<file path="src/pkg/dmc_map.vh">
`ifndef DMC_MAP_VH
`define DMC_MAP_VH
// register select on bank-address pins
`define DMC_SEL_MAIN 3'h0
`define DMC_SEL_EXT1 3'h1
`define DMC_SEL_EXT2 3'h2
`define DMC_SEL_EXT3 3'h3
// main mode register fields
`define DMC_MR_DLL_RESET 8
`define DMC_MR_WR_LSB 9
`define DMC_MR_PD_EXIT 12
// extended register one fields
`define DMC_EMR_DLL_DIS 0
`define DMC_EMR_DRIVE 1
`define DMC_EMR_RTT_LO 2
`define DMC_EMR_RTT_HI 6
`define DMC_EMR_OCD_LSB 7
`define DMC_EMR_OUT_DIS 12
// extended register two field
`define DMC_EXTENDED_MODE_REGISTER_TWO_SRF 7
// write recovery limits, clocks
`define DMC_WR_MIN 2
`define DMC_WR_MAX 8
// timing in clocks
`define DMC_DLL_LOCK_CLKS 200
`define DMC_ODT_WAIT_CLKS 8
// command pin patterns {ras_n, cas_n, we_n}
`define DMC_CMD_NOP 3'h7
`define DMC_CMD_LOAD 3'h0
`define DMC_CMD_PRE 3'h2
`define DMC_CMD_REF 3'h1
`endif

</file>
<file path="src/rtl/dmc_mode_ctrl.v">
// Contract
// RULE1: device orders burst beats; controller only programs burst type.
// RULE2: device delays auto precharge by write-recovery clocks after last beat.
// RULE3: write-recovery field is programmed only with two to eight clocks; the init DLL reset load (13'h0100) writes field code zero, one clock.
// RULE4: write-recovery clocks equal time over period, rounded up.
// RULE5: exit select zero gives fast-exit active power-down.
// RULE6: exit select one gives slow-exit active power-down.
// RULE7: exit select bit does not affect precharge power-down.
// RULE8: DLL enabled at initialization, each enable followed by DLL reset load.
// RULE9: device disables and re-enables DLL around self refresh.
// RULE10: wait 200 clocks after DLL enable and reset before a read.
// RULE11: DLL off below 25 MHz: follow auto refresh with precharge-all.
// RULE12: drive strength bit zero full, one reduced.
// RULE13: output disable bit one turns off data and strobe outputs.
// RULE14: self-refresh rate bit set above 85 C; other bits zero.
// RULE15: termination select uses only 50, 75 or 150 ohm codes.
// RULE16: termination input honoured only in active and power-down states.
// RULE17: termination input low before self refresh and during initialization.
// RULE18: wait eight clocks after termination-enabling load before termination high.
// RULE19: load only when banks idle, then wait mode-load delay.
// RULE20: bits above twelve and third bank bit written as zero.
// RULE21: registers hold values until reloaded.
// RULE22: calibration bits set to one, then cleared during initialization.
// RULE23: bank bits select main, extended one, two or three register.
// RULE24: DLL reset bit clears itself in the device.
// RULE25: device captures address and bank bits on load edge.
`timescale 1ns/10ps
`include "dmc_map.vh"
module dmc_mode_ctrl #(
    parameter MODE_LOAD_CLKS = 2,
    parameter TWR_PS = 15000,
    parameter TCK_PS = 8000,
    parameter TWO_FAST_REF = 0
) (
    // clock, reset, enable
    input wire clk_i,
    input wire sys_rst_i,
    input wire ce_i,
    // user order
    input wire start_init_i,
    input wire load_req_i,
    input wire [1:0] load_sel_i,
    input wire [12:0] load_val_i,
    input wire banks_idle_i,
    input wire hot_case_i,
    input wire slow_clk_dll_off_i,
    input wire odt_req_i,
    input wire self_refresh_req_i,
    input wire read_req_i,
    // user status
    output wire load_ready_o,
    output reg load_done_o,
    output reg init_done_o,
    output reg read_allowed_o,
    output reg load_error_o,
    output reg [3:0] wr_clocks_o,
    // device pins
    output reg ras_n_o,
    output reg cas_n_o,
    output reg we_n_o,
    output reg [12:0] addr_o,
    output reg [2:0] ba_o,
    output reg odt_o
);
    // wr field code for a clock count
    function [2:0] wr_code;
        input [3:0] clks;
        begin
            wr_code = clks[2:0] - 3'h1;
        end
    endfunction
    // rounded-up write recovery clocks
    localparam integer WR_RAW = (TWR_PS + TCK_PS - 1) / TCK_PS; // RULE4
    localparam integer WR_CLK = (WR_RAW < `DMC_WR_MIN) ? `DMC_WR_MIN :
        ((WR_RAW > `DMC_WR_MAX) ? `DMC_WR_MAX : WR_RAW); // RULE3
    localparam [3:0] WR_CLK4 = WR_CLK[3:0];
    // states
    localparam S_IDLE = 4'h0;
    localparam S_PRE1 = 4'h1;
    localparam S_EXTENDED_MODE_REGISTER_TWO = 4'h2;
    localparam S_EXTENDED_MODE_REGISTER_THREE = 4'h3;
    localparam S_DLLEN = 4'h4;
    localparam S_DLLRST = 4'h5;
    localparam S_PRE2 = 4'h6;
    localparam S_REF1 = 4'h7;
    localparam S_REF2 = 4'h8;
    localparam S_MRSET = 4'h9;
    localparam S_OCDDEF = 4'ha;
    localparam S_OCDEXIT = 4'hb;
    localparam S_RUN = 4'hc;
    localparam S_WAIT = 4'hd;
    localparam S_PREALL = 4'he;
    reg [3:0] state;
    reg [3:0] ret_state;
    // return point after a chasing precharge-all
    reg [3:0] pre_ret;
    reg [7:0] wait_cnt;
    reg [7:0] lock_cnt;
    reg [3:0] odt_cnt;
    reg init_done;
    reg [12:0] emr1_shadow;
    // legal user load check
    wire rtt_on = load_val_i[`DMC_EMR_RTT_LO] | load_val_i[`DMC_EMR_RTT_HI];
    wire wr_bad = (load_sel_i == 2'h0) && (load_val_i[11:9] == 3'h0); // RULE3
    assign load_ready_o = (state == S_RUN) && banks_idle_i; // RULE19
    // issue a command with given address
    task issue;
        input [2:0] cmd;
        input [2:0] bank;
        input [12:0] val;
        begin
            {ras_n_o, cas_n_o, we_n_o} <= cmd;
            ba_o <= bank; // RULE20 RULE23
            addr_o <= val;
        end
    endtask
    // main sequencer
    always @(posedge clk_i)
    begin
        if (sys_rst_i)
        begin
            state <= S_IDLE;
            ret_state <= S_IDLE;
            pre_ret <= S_IDLE;
            wait_cnt <= 8'h00;
            {ras_n_o, cas_n_o, we_n_o} <= `DMC_CMD_NOP;
            addr_o <= 13'h0000;
            ba_o <= 3'h0;
            load_done_o <= 1'b0;
            load_error_o <= 1'b0;
            init_done <= 1'b0;
            emr1_shadow <= 13'h0000;
        end
        else if (ce_i)
        begin
            {ras_n_o, cas_n_o, we_n_o} <= `DMC_CMD_NOP;
            load_done_o <= 1'b0;
            load_error_o <= 1'b0;
            case (state)
                // init opens with precharge all, then extended two and three
                S_IDLE:
                    if (start_init_i)
                    begin
                        issue(`DMC_CMD_PRE, 3'h0, 13'h0400);
                        ret_state <= S_EXTENDED_MODE_REGISTER_TWO;
                        state <= S_WAIT;
                    end
                S_EXTENDED_MODE_REGISTER_TWO:
                begin
                    issue(`DMC_CMD_LOAD, `DMC_SEL_EXT2,
                        {5'h00, hot_case_i, 7'h00}); // RULE14
                    ret_state <= S_EXTENDED_MODE_REGISTER_THREE;
                    state <= S_WAIT;
                end
                S_EXTENDED_MODE_REGISTER_THREE:
                begin
                    issue(`DMC_CMD_LOAD, `DMC_SEL_EXT3, 13'h0000);
                    ret_state <= S_DLLEN;
                    state <= S_WAIT;
                end
                // DLL enable, always chased by a DLL reset load
                S_DLLEN:
                begin
                    issue(`DMC_CMD_LOAD, `DMC_SEL_EXT1, 13'h0000); // RULE8
                    ret_state <= S_DLLRST;
                    state <= S_WAIT;
                end
                S_DLLRST:
                begin
                    issue(`DMC_CMD_LOAD, `DMC_SEL_MAIN, 13'h0100); // RULE8
                    ret_state <= S_PRE2;
                    state <= S_WAIT;
                end
                S_PRE2:
                begin
                    issue(`DMC_CMD_PRE, 3'h0, 13'h0400);
                    ret_state <= S_REF1;
                    state <= S_WAIT;
                end
                // refreshes, each chased by precharge-all on a slow clock with DLL off
                S_REF1:
                begin
                    issue(`DMC_CMD_REF, 3'h0, 13'h0000);
                    pre_ret <= S_REF2;
                    ret_state <= slow_clk_dll_off_i ? S_PREALL : S_REF2; // RULE11
                    state <= S_WAIT;
                end
                S_REF2:
                begin
                    issue(`DMC_CMD_REF, 3'h0, 13'h0000);
                    pre_ret <= S_MRSET;
                    ret_state <= slow_clk_dll_off_i ? S_PREALL : S_MRSET; // RULE11
                    state <= S_WAIT;
                end
                S_MRSET:
                begin
                    // sequential burst of four, write recovery, fast exit
                    issue(`DMC_CMD_LOAD, `DMC_SEL_MAIN,
                        {1'b0, wr_code(WR_CLK4), 9'h032}); // RULE1 RULE3 RULE5
                    ret_state <= S_OCDDEF;
                    state <= S_WAIT;
                end
                // calibration default, then calibration exit
                S_OCDDEF:
                begin
                    issue(`DMC_CMD_LOAD, `DMC_SEL_EXT1, 13'h0380); // RULE22
                    ret_state <= S_OCDEXIT;
                    state <= S_WAIT;
                end
                S_OCDEXIT:
                begin
                    issue(`DMC_CMD_LOAD, `DMC_SEL_EXT1, 13'h0000); // RULE22
                    ret_state <= S_RUN;
                    state <= S_WAIT;
                end
                // user loads, refused on a reserved write-recovery code
                S_RUN:
                begin
                    init_done <= 1'b1;
                    if (load_req_i && banks_idle_i) // RULE19
                    begin
                        if (wr_bad)
                            load_error_o <= 1'b1;
                        else
                        begin
                            issue(`DMC_CMD_LOAD, {1'b0, load_sel_i}, load_val_i);
                            if (load_sel_i == 2'h1)
                                emr1_shadow <= load_val_i;
                            ret_state <= S_RUN;
                            state <= S_WAIT;
                            load_done_o <= 1'b1;
                        end
                    end
                end
                // precharge-all after a refresh, then resume the sequence
                S_PREALL:
                begin
                    issue(`DMC_CMD_PRE, 3'h0, 13'h0400); // RULE11
                    ret_state <= pre_ret;
                    state <= S_WAIT;
                end
                // NOP for the mode-load delay, then go on
                S_WAIT:
                    if (wait_cnt >= MODE_LOAD_CLKS[7:0] - 8'h01)
                    begin
                        wait_cnt <= 8'h00;
                        state <= ret_state; // RULE19
                    end
                    else
                        wait_cnt <= wait_cnt + 8'h01;
                // unused codes fall back to idle
                default:
                    state <= S_IDLE;
            endcase
        end
    end
    // DLL lock counter restarted by DLL reset load
    always @(posedge clk_i)
    begin
        if (sys_rst_i)
        begin
            lock_cnt <= 8'h00;
            read_allowed_o <= 1'b0;
            init_done_o <= 1'b0;
            wr_clocks_o <= 4'h0;
        end
        else if (ce_i)
        begin
            wr_clocks_o <= WR_CLK4;
            init_done_o <= init_done; // stays high until reset
            // any DLL reset load restarts the lock count
            if (state == S_DLLRST || (state == S_RUN && load_req_i && banks_idle_i
                && load_sel_i == 2'h0 && load_val_i[`DMC_MR_DLL_RESET]))
            begin
                lock_cnt <= 8'h00;
                read_allowed_o <= 1'b0;
            end
            else if (lock_cnt >= `DMC_DLL_LOCK_CLKS - 1)
                read_allowed_o <= 1'b1; // RULE10
            else
                lock_cnt <= lock_cnt + 8'h01;
        end
    end
    // termination pin: held low until enabled load plus eight clocks
    always @(posedge clk_i)
    begin
        if (sys_rst_i)
        begin
            odt_cnt <= 4'h0;
            odt_o <= 1'b0;
        end
        else if (ce_i)
        begin
            // a load that turns termination on restarts the wait
            if (state == S_RUN && load_req_i && banks_idle_i &&
                load_sel_i == 2'h1 && rtt_on)
                odt_cnt <= 4'h0; // RULE18
            else if (odt_cnt < `DMC_ODT_WAIT_CLKS)
                odt_cnt <= odt_cnt + 4'h1;
            odt_o <= init_done && !self_refresh_req_i && odt_req_i &&
                (odt_cnt >= `DMC_ODT_WAIT_CLKS) &&
                (emr1_shadow[`DMC_EMR_RTT_LO] | emr1_shadow[`DMC_EMR_RTT_HI]); // RULE16 RULE17
        end
    end
endmodule // dmc_mode_ctrl

</file>
<file path="config.mk">
export PLATFORM = sky130hd
export DESIGN_NAME = dmc_mode_ctrl
export DESIGN_NICKNAME = d
export VERILOG_FILES = /design/src/rtl/dmc_mode_ctrl.v
export VERILOG_INCLUDE_DIRS = /design/src /design/src/pkg
export SDC_FILE = /design/constraint.sdc
export NUM_CORES = 1
export LEC_CHECK = 0
export ABC_AREA = 1
export ABC_CLOCK_PERIOD_IN_PS = 2800
export BUFFER_PORTS_ARGS = -buffer_cell sky130_fd_sc_hd__buf_4
export CAP_MARGIN = 10
export CELL_PAD_IN_SITES_DETAIL_PLACEMENT = 1
export CELL_PAD_IN_SITES_GLOBAL_PLACEMENT = 2
export CORE_AREA = 3 3 99 101
export CTS_CLUSTER_DIAMETER = 40
export DETAILED_ROUTE_END_ITERATION = 12
export DIE_AREA = 0 0 102 104
export GPL_ROUTABILITY_DRIVEN = 0
export PLACE_DENSITY = 0.83
export SYNTH_ARGS = -nofsm -noshare
export SYNTH_HDL_FRONTEND = slang
export SYNTH_SLANG_ARGS = --single-unit
</file>
<file path="constraint.sdc">
create_clock -name clk_i -period 2.8 [get_ports clk_i]
set_input_delay 0.14 -clock clk_i [delete_from_list [all_inputs] [get_ports clk_i]]
set_output_delay 0.14 -clock clk_i [all_outputs]
set_load 0.05 [all_outputs]
</file>
==> results.yml <==
outcome:
  outcome: "finished clean"
setup_path:
  worstReg2RegStart: "state[0]"
  worstPathMaxFanout: 24
  path_cells: "inv_1 -> nand2_2 -> nor2_4 -> nand2_2 -> nand2_4 -> inv_4 -> o21ai_0 -> nor2_1"
  crit_arrival_ps: 2110
  max_stage_delay_ps: 370
  crit_end: "ret_state[1]"
  path_delay_family: "simple AND/OR/NAND/NOR gates"
  worst_path_most_repeated_cell: "nand2_2"
  reg2reg_depth: 8
  cp-startpoint: "state[0]"
  rrSetupSlack_ps: 910
  timing.rr.end: "ret_state[1]"
  critPathSlowestCell: "nor2_4"
  setup.worst_path.end_class: "flip-flop"
  critPathBufInv: 2
  cp.depth: 8
  criticalPathCategory: "reg2reg"
  startpoint_type: "flip-flop"
  cp.required_ps: 3030
layout:
  antenna_cells: 0
  syn_to_final_growth_pct: 21.4
  drive_gt1_share_pct: 16.9
  final_nets: 512
  post-route-util_pct: 38.4
route:
  num_vias: 2850
  drt-total-wl_microns: 8450
  drt_pass1_iterations: 4
  antenna_left: 0
  route.detailed.drc: 0
  wl_per_cell_microns: 14.2
  drt_iter0_drc: 98
  drt-vias-per-instance: 4.79
clock_network:
  cts_tree: "yes"
  cts-root-buf: "clkbuf_8"
  cts_resized: 0
  htree_levels: 3
  clk_pin_slew_ps: 60
  cts_sinks: 57
  cts.hold.buffers_added: 0
  post_cts.repair.setup_buffers: 0
  insertion_delay_ps: 340
  cts_buffer_depth: 2
  numCtsBuffers: 9
timing:
  grt_setup_unrepaired: "no"
  relSlewSlack_pct: 39.9
  final-setup-viol-count: 0
  fin_skew_ps: 8.70
  fmax_ghz: 0.530
  fin_crit_sh_pct: 67.4
  whs_ps: 66.5
  min_period_ps: 1890
  report.final.slew_viol_count: 0
  tns_ps: 0
  worstMarginPinSlew_ps: 900
  hold_violations: 0
synthesis:
  netlist.area_leader.share_pct: 39.7
  ys_warn_count: 0
  ys_seq_area_share_pct: 39.7
  synth_cell_type_count: 30
  synthTopCellsByArea: "dfxtp_1 (40%), nand2_1 (15%), nor2_1 (9.3%)"
  yosys.area.top_type: "dfxtp_1"
  syn_area_sq_um: 2880
  syn_area_per_cell_sq_um: 6.65
  synth-seq-cells: 57
  syn_inst: 433
floorplanning:
  rows: 35
  die_area_sq_um: 10600
  io_pins: 55
  start_util_pct: 31.6
  dieHeight_microns: 104
  die_x_microns: 102
  coreArea_sq_um: 9110
global_route:
  grt_antenna_before_repair: 0
  overflow: 0
  grt_pass1_wl_microns: 14100
  grtUsageTotal_pct: 16.7
  grt_max_degree: 32
  grt_pass1_vias: 2934
place:
  port_buffers: 49
  hpwl_microns: 6160
hold_path:
  holdCritPathClass: "in2reg"
pwr:
  powerDensity_nw_per_um2: 617
  p_leak_uw: 0.00155
  ir_drop_mv: 0.266
flow_run:
  cap_violations: 0
[worst min-delay path, stage by stage]
cell	delay [ps]
buf_4	90
a21oi_1	50
nor2_1	80
[synthesized netlist by cell type]
cell	instances
nor3_1	6
nand3b_1	2
buf_6	2
o21bai_1	1
nor2_2	1
nand2_1	113
clkbuf_1	6
o22ai_1	1
or2_2	1
ha_1	6
buf_4	5
conb_1	1
o21ai_0	11
xor2_1	1
o2111ai_1	1
a21oi_1	36
inv_1	41
inv_4	1
nand2_4	1
o211ai_1	1
nand4_1	15
nor2_1	71
buf_1	1
inv_2	5
buf_2	2
o21ai_2	3
nor2_4	3
nand2_2	4
dfxtp_1	57
nand3_1	34
[power by group]
| part | switching, uW | internal, uW |
|---|---|---|
| Combinational | 330 | 139 |
| Clock | 339 | 452 |
| Sequential | 37.3 | 861 |
[layer usage]
layer | share of wire [%] | GRT usage (%) | vias to the layer above | wire length (microns)
li1 | - | - | 1473 | -
met5 | 0 | 0 | - | 0
met3 | 4.3 | 4.43 | 8 | 360
met4 | 1.2 | 5.15 | 0 | 103
met2 | 46 | 26.8 | 42 | 3860
met1 | 49 | 21.6 | 1327 | 4130
[worst min path at each step]
stage          depth (start not counted)  slack [ps]           start    endpoint
5_1_grt                                3          80  load_val_i[10]  addr_o[10]
3_3_place_gp                           3         410  load_val_i[10]  addr_o[10]
3_5_place_dp                           3         410  load_val_i[10]  addr_o[10]
6_report                               3          70  load_val_i[10]  addr_o[10]
4_1_cts                                3          50  load_val_i[10]  addr_o[10]
2_1_floorplan                          2         290  load_val_i[10]  addr_o[10]
[state kept, by name, indices dropped and copies added (netlist names), 2 cells and up]
signal / count
state: 4
pre_ret: 2
ret_state: 4
addr_o: 13
emr1_shadow: 2
ba_o: 2
wait_cnt: 8
odt_cnt: 4
lock_cnt: 8
[area by class of cell]
type / instances / area, sq um
well taps: 111 / 139
repair buffers: 49 / 368
inverters: 47 / 179
clock buffers: 12 / 155
multi-input cells: 316 / 1470
clock inverters: 3 / 40.0
fillers: 1189 / 5610
flip-flops and latches: 57 / 1140
[per-stage QoR]
step	setup WS [ps]	cell area, sq um	cells	total power (uW)
floorplan	1340	2890	436	1250
global placement	967	3300	580	1380
detailed placement	948	3300	580	1390
CTS	922	3490	595	2180
global route	715	3490	595	2270
finish	913	3490	595	2160
[cells in the final DEF, fill, tap and decap left out, types with 6 or more instances in the layout]
cell type	Yosys	layout
inv_1	41	41
ha_1	6	6
clkbuf_8	0	11
nor3_1	6	6
nand3_1	34	34
a21oi_1	36	36
nand2_1	113	113
nor2_1	71	71
buf_4	5	49
dfxtp_1	57	57
o21ai_0	11	11
nand4_1	15	15
[cells by family (layout without fill, tap and decap cells)]
family | count (synthesis) | in the layout | synth area share [%]
AO/OA/AOI/OAI | 54 | 54 | 10.1
XOR/XNOR | 1 | 1 | 0.304
adder cells (fa/ha/maj) | 6 | 6 | 2.61
buffers and inverters | 63 | 111 | 9.57
flip-flops | 57 | 57 | 39.7
other | 1 | 4 | 0.130
AND/OR/NAND/NOR | 251 | 251 | 37.6
No activity file was read; power rests on OpenSTA's default activity.
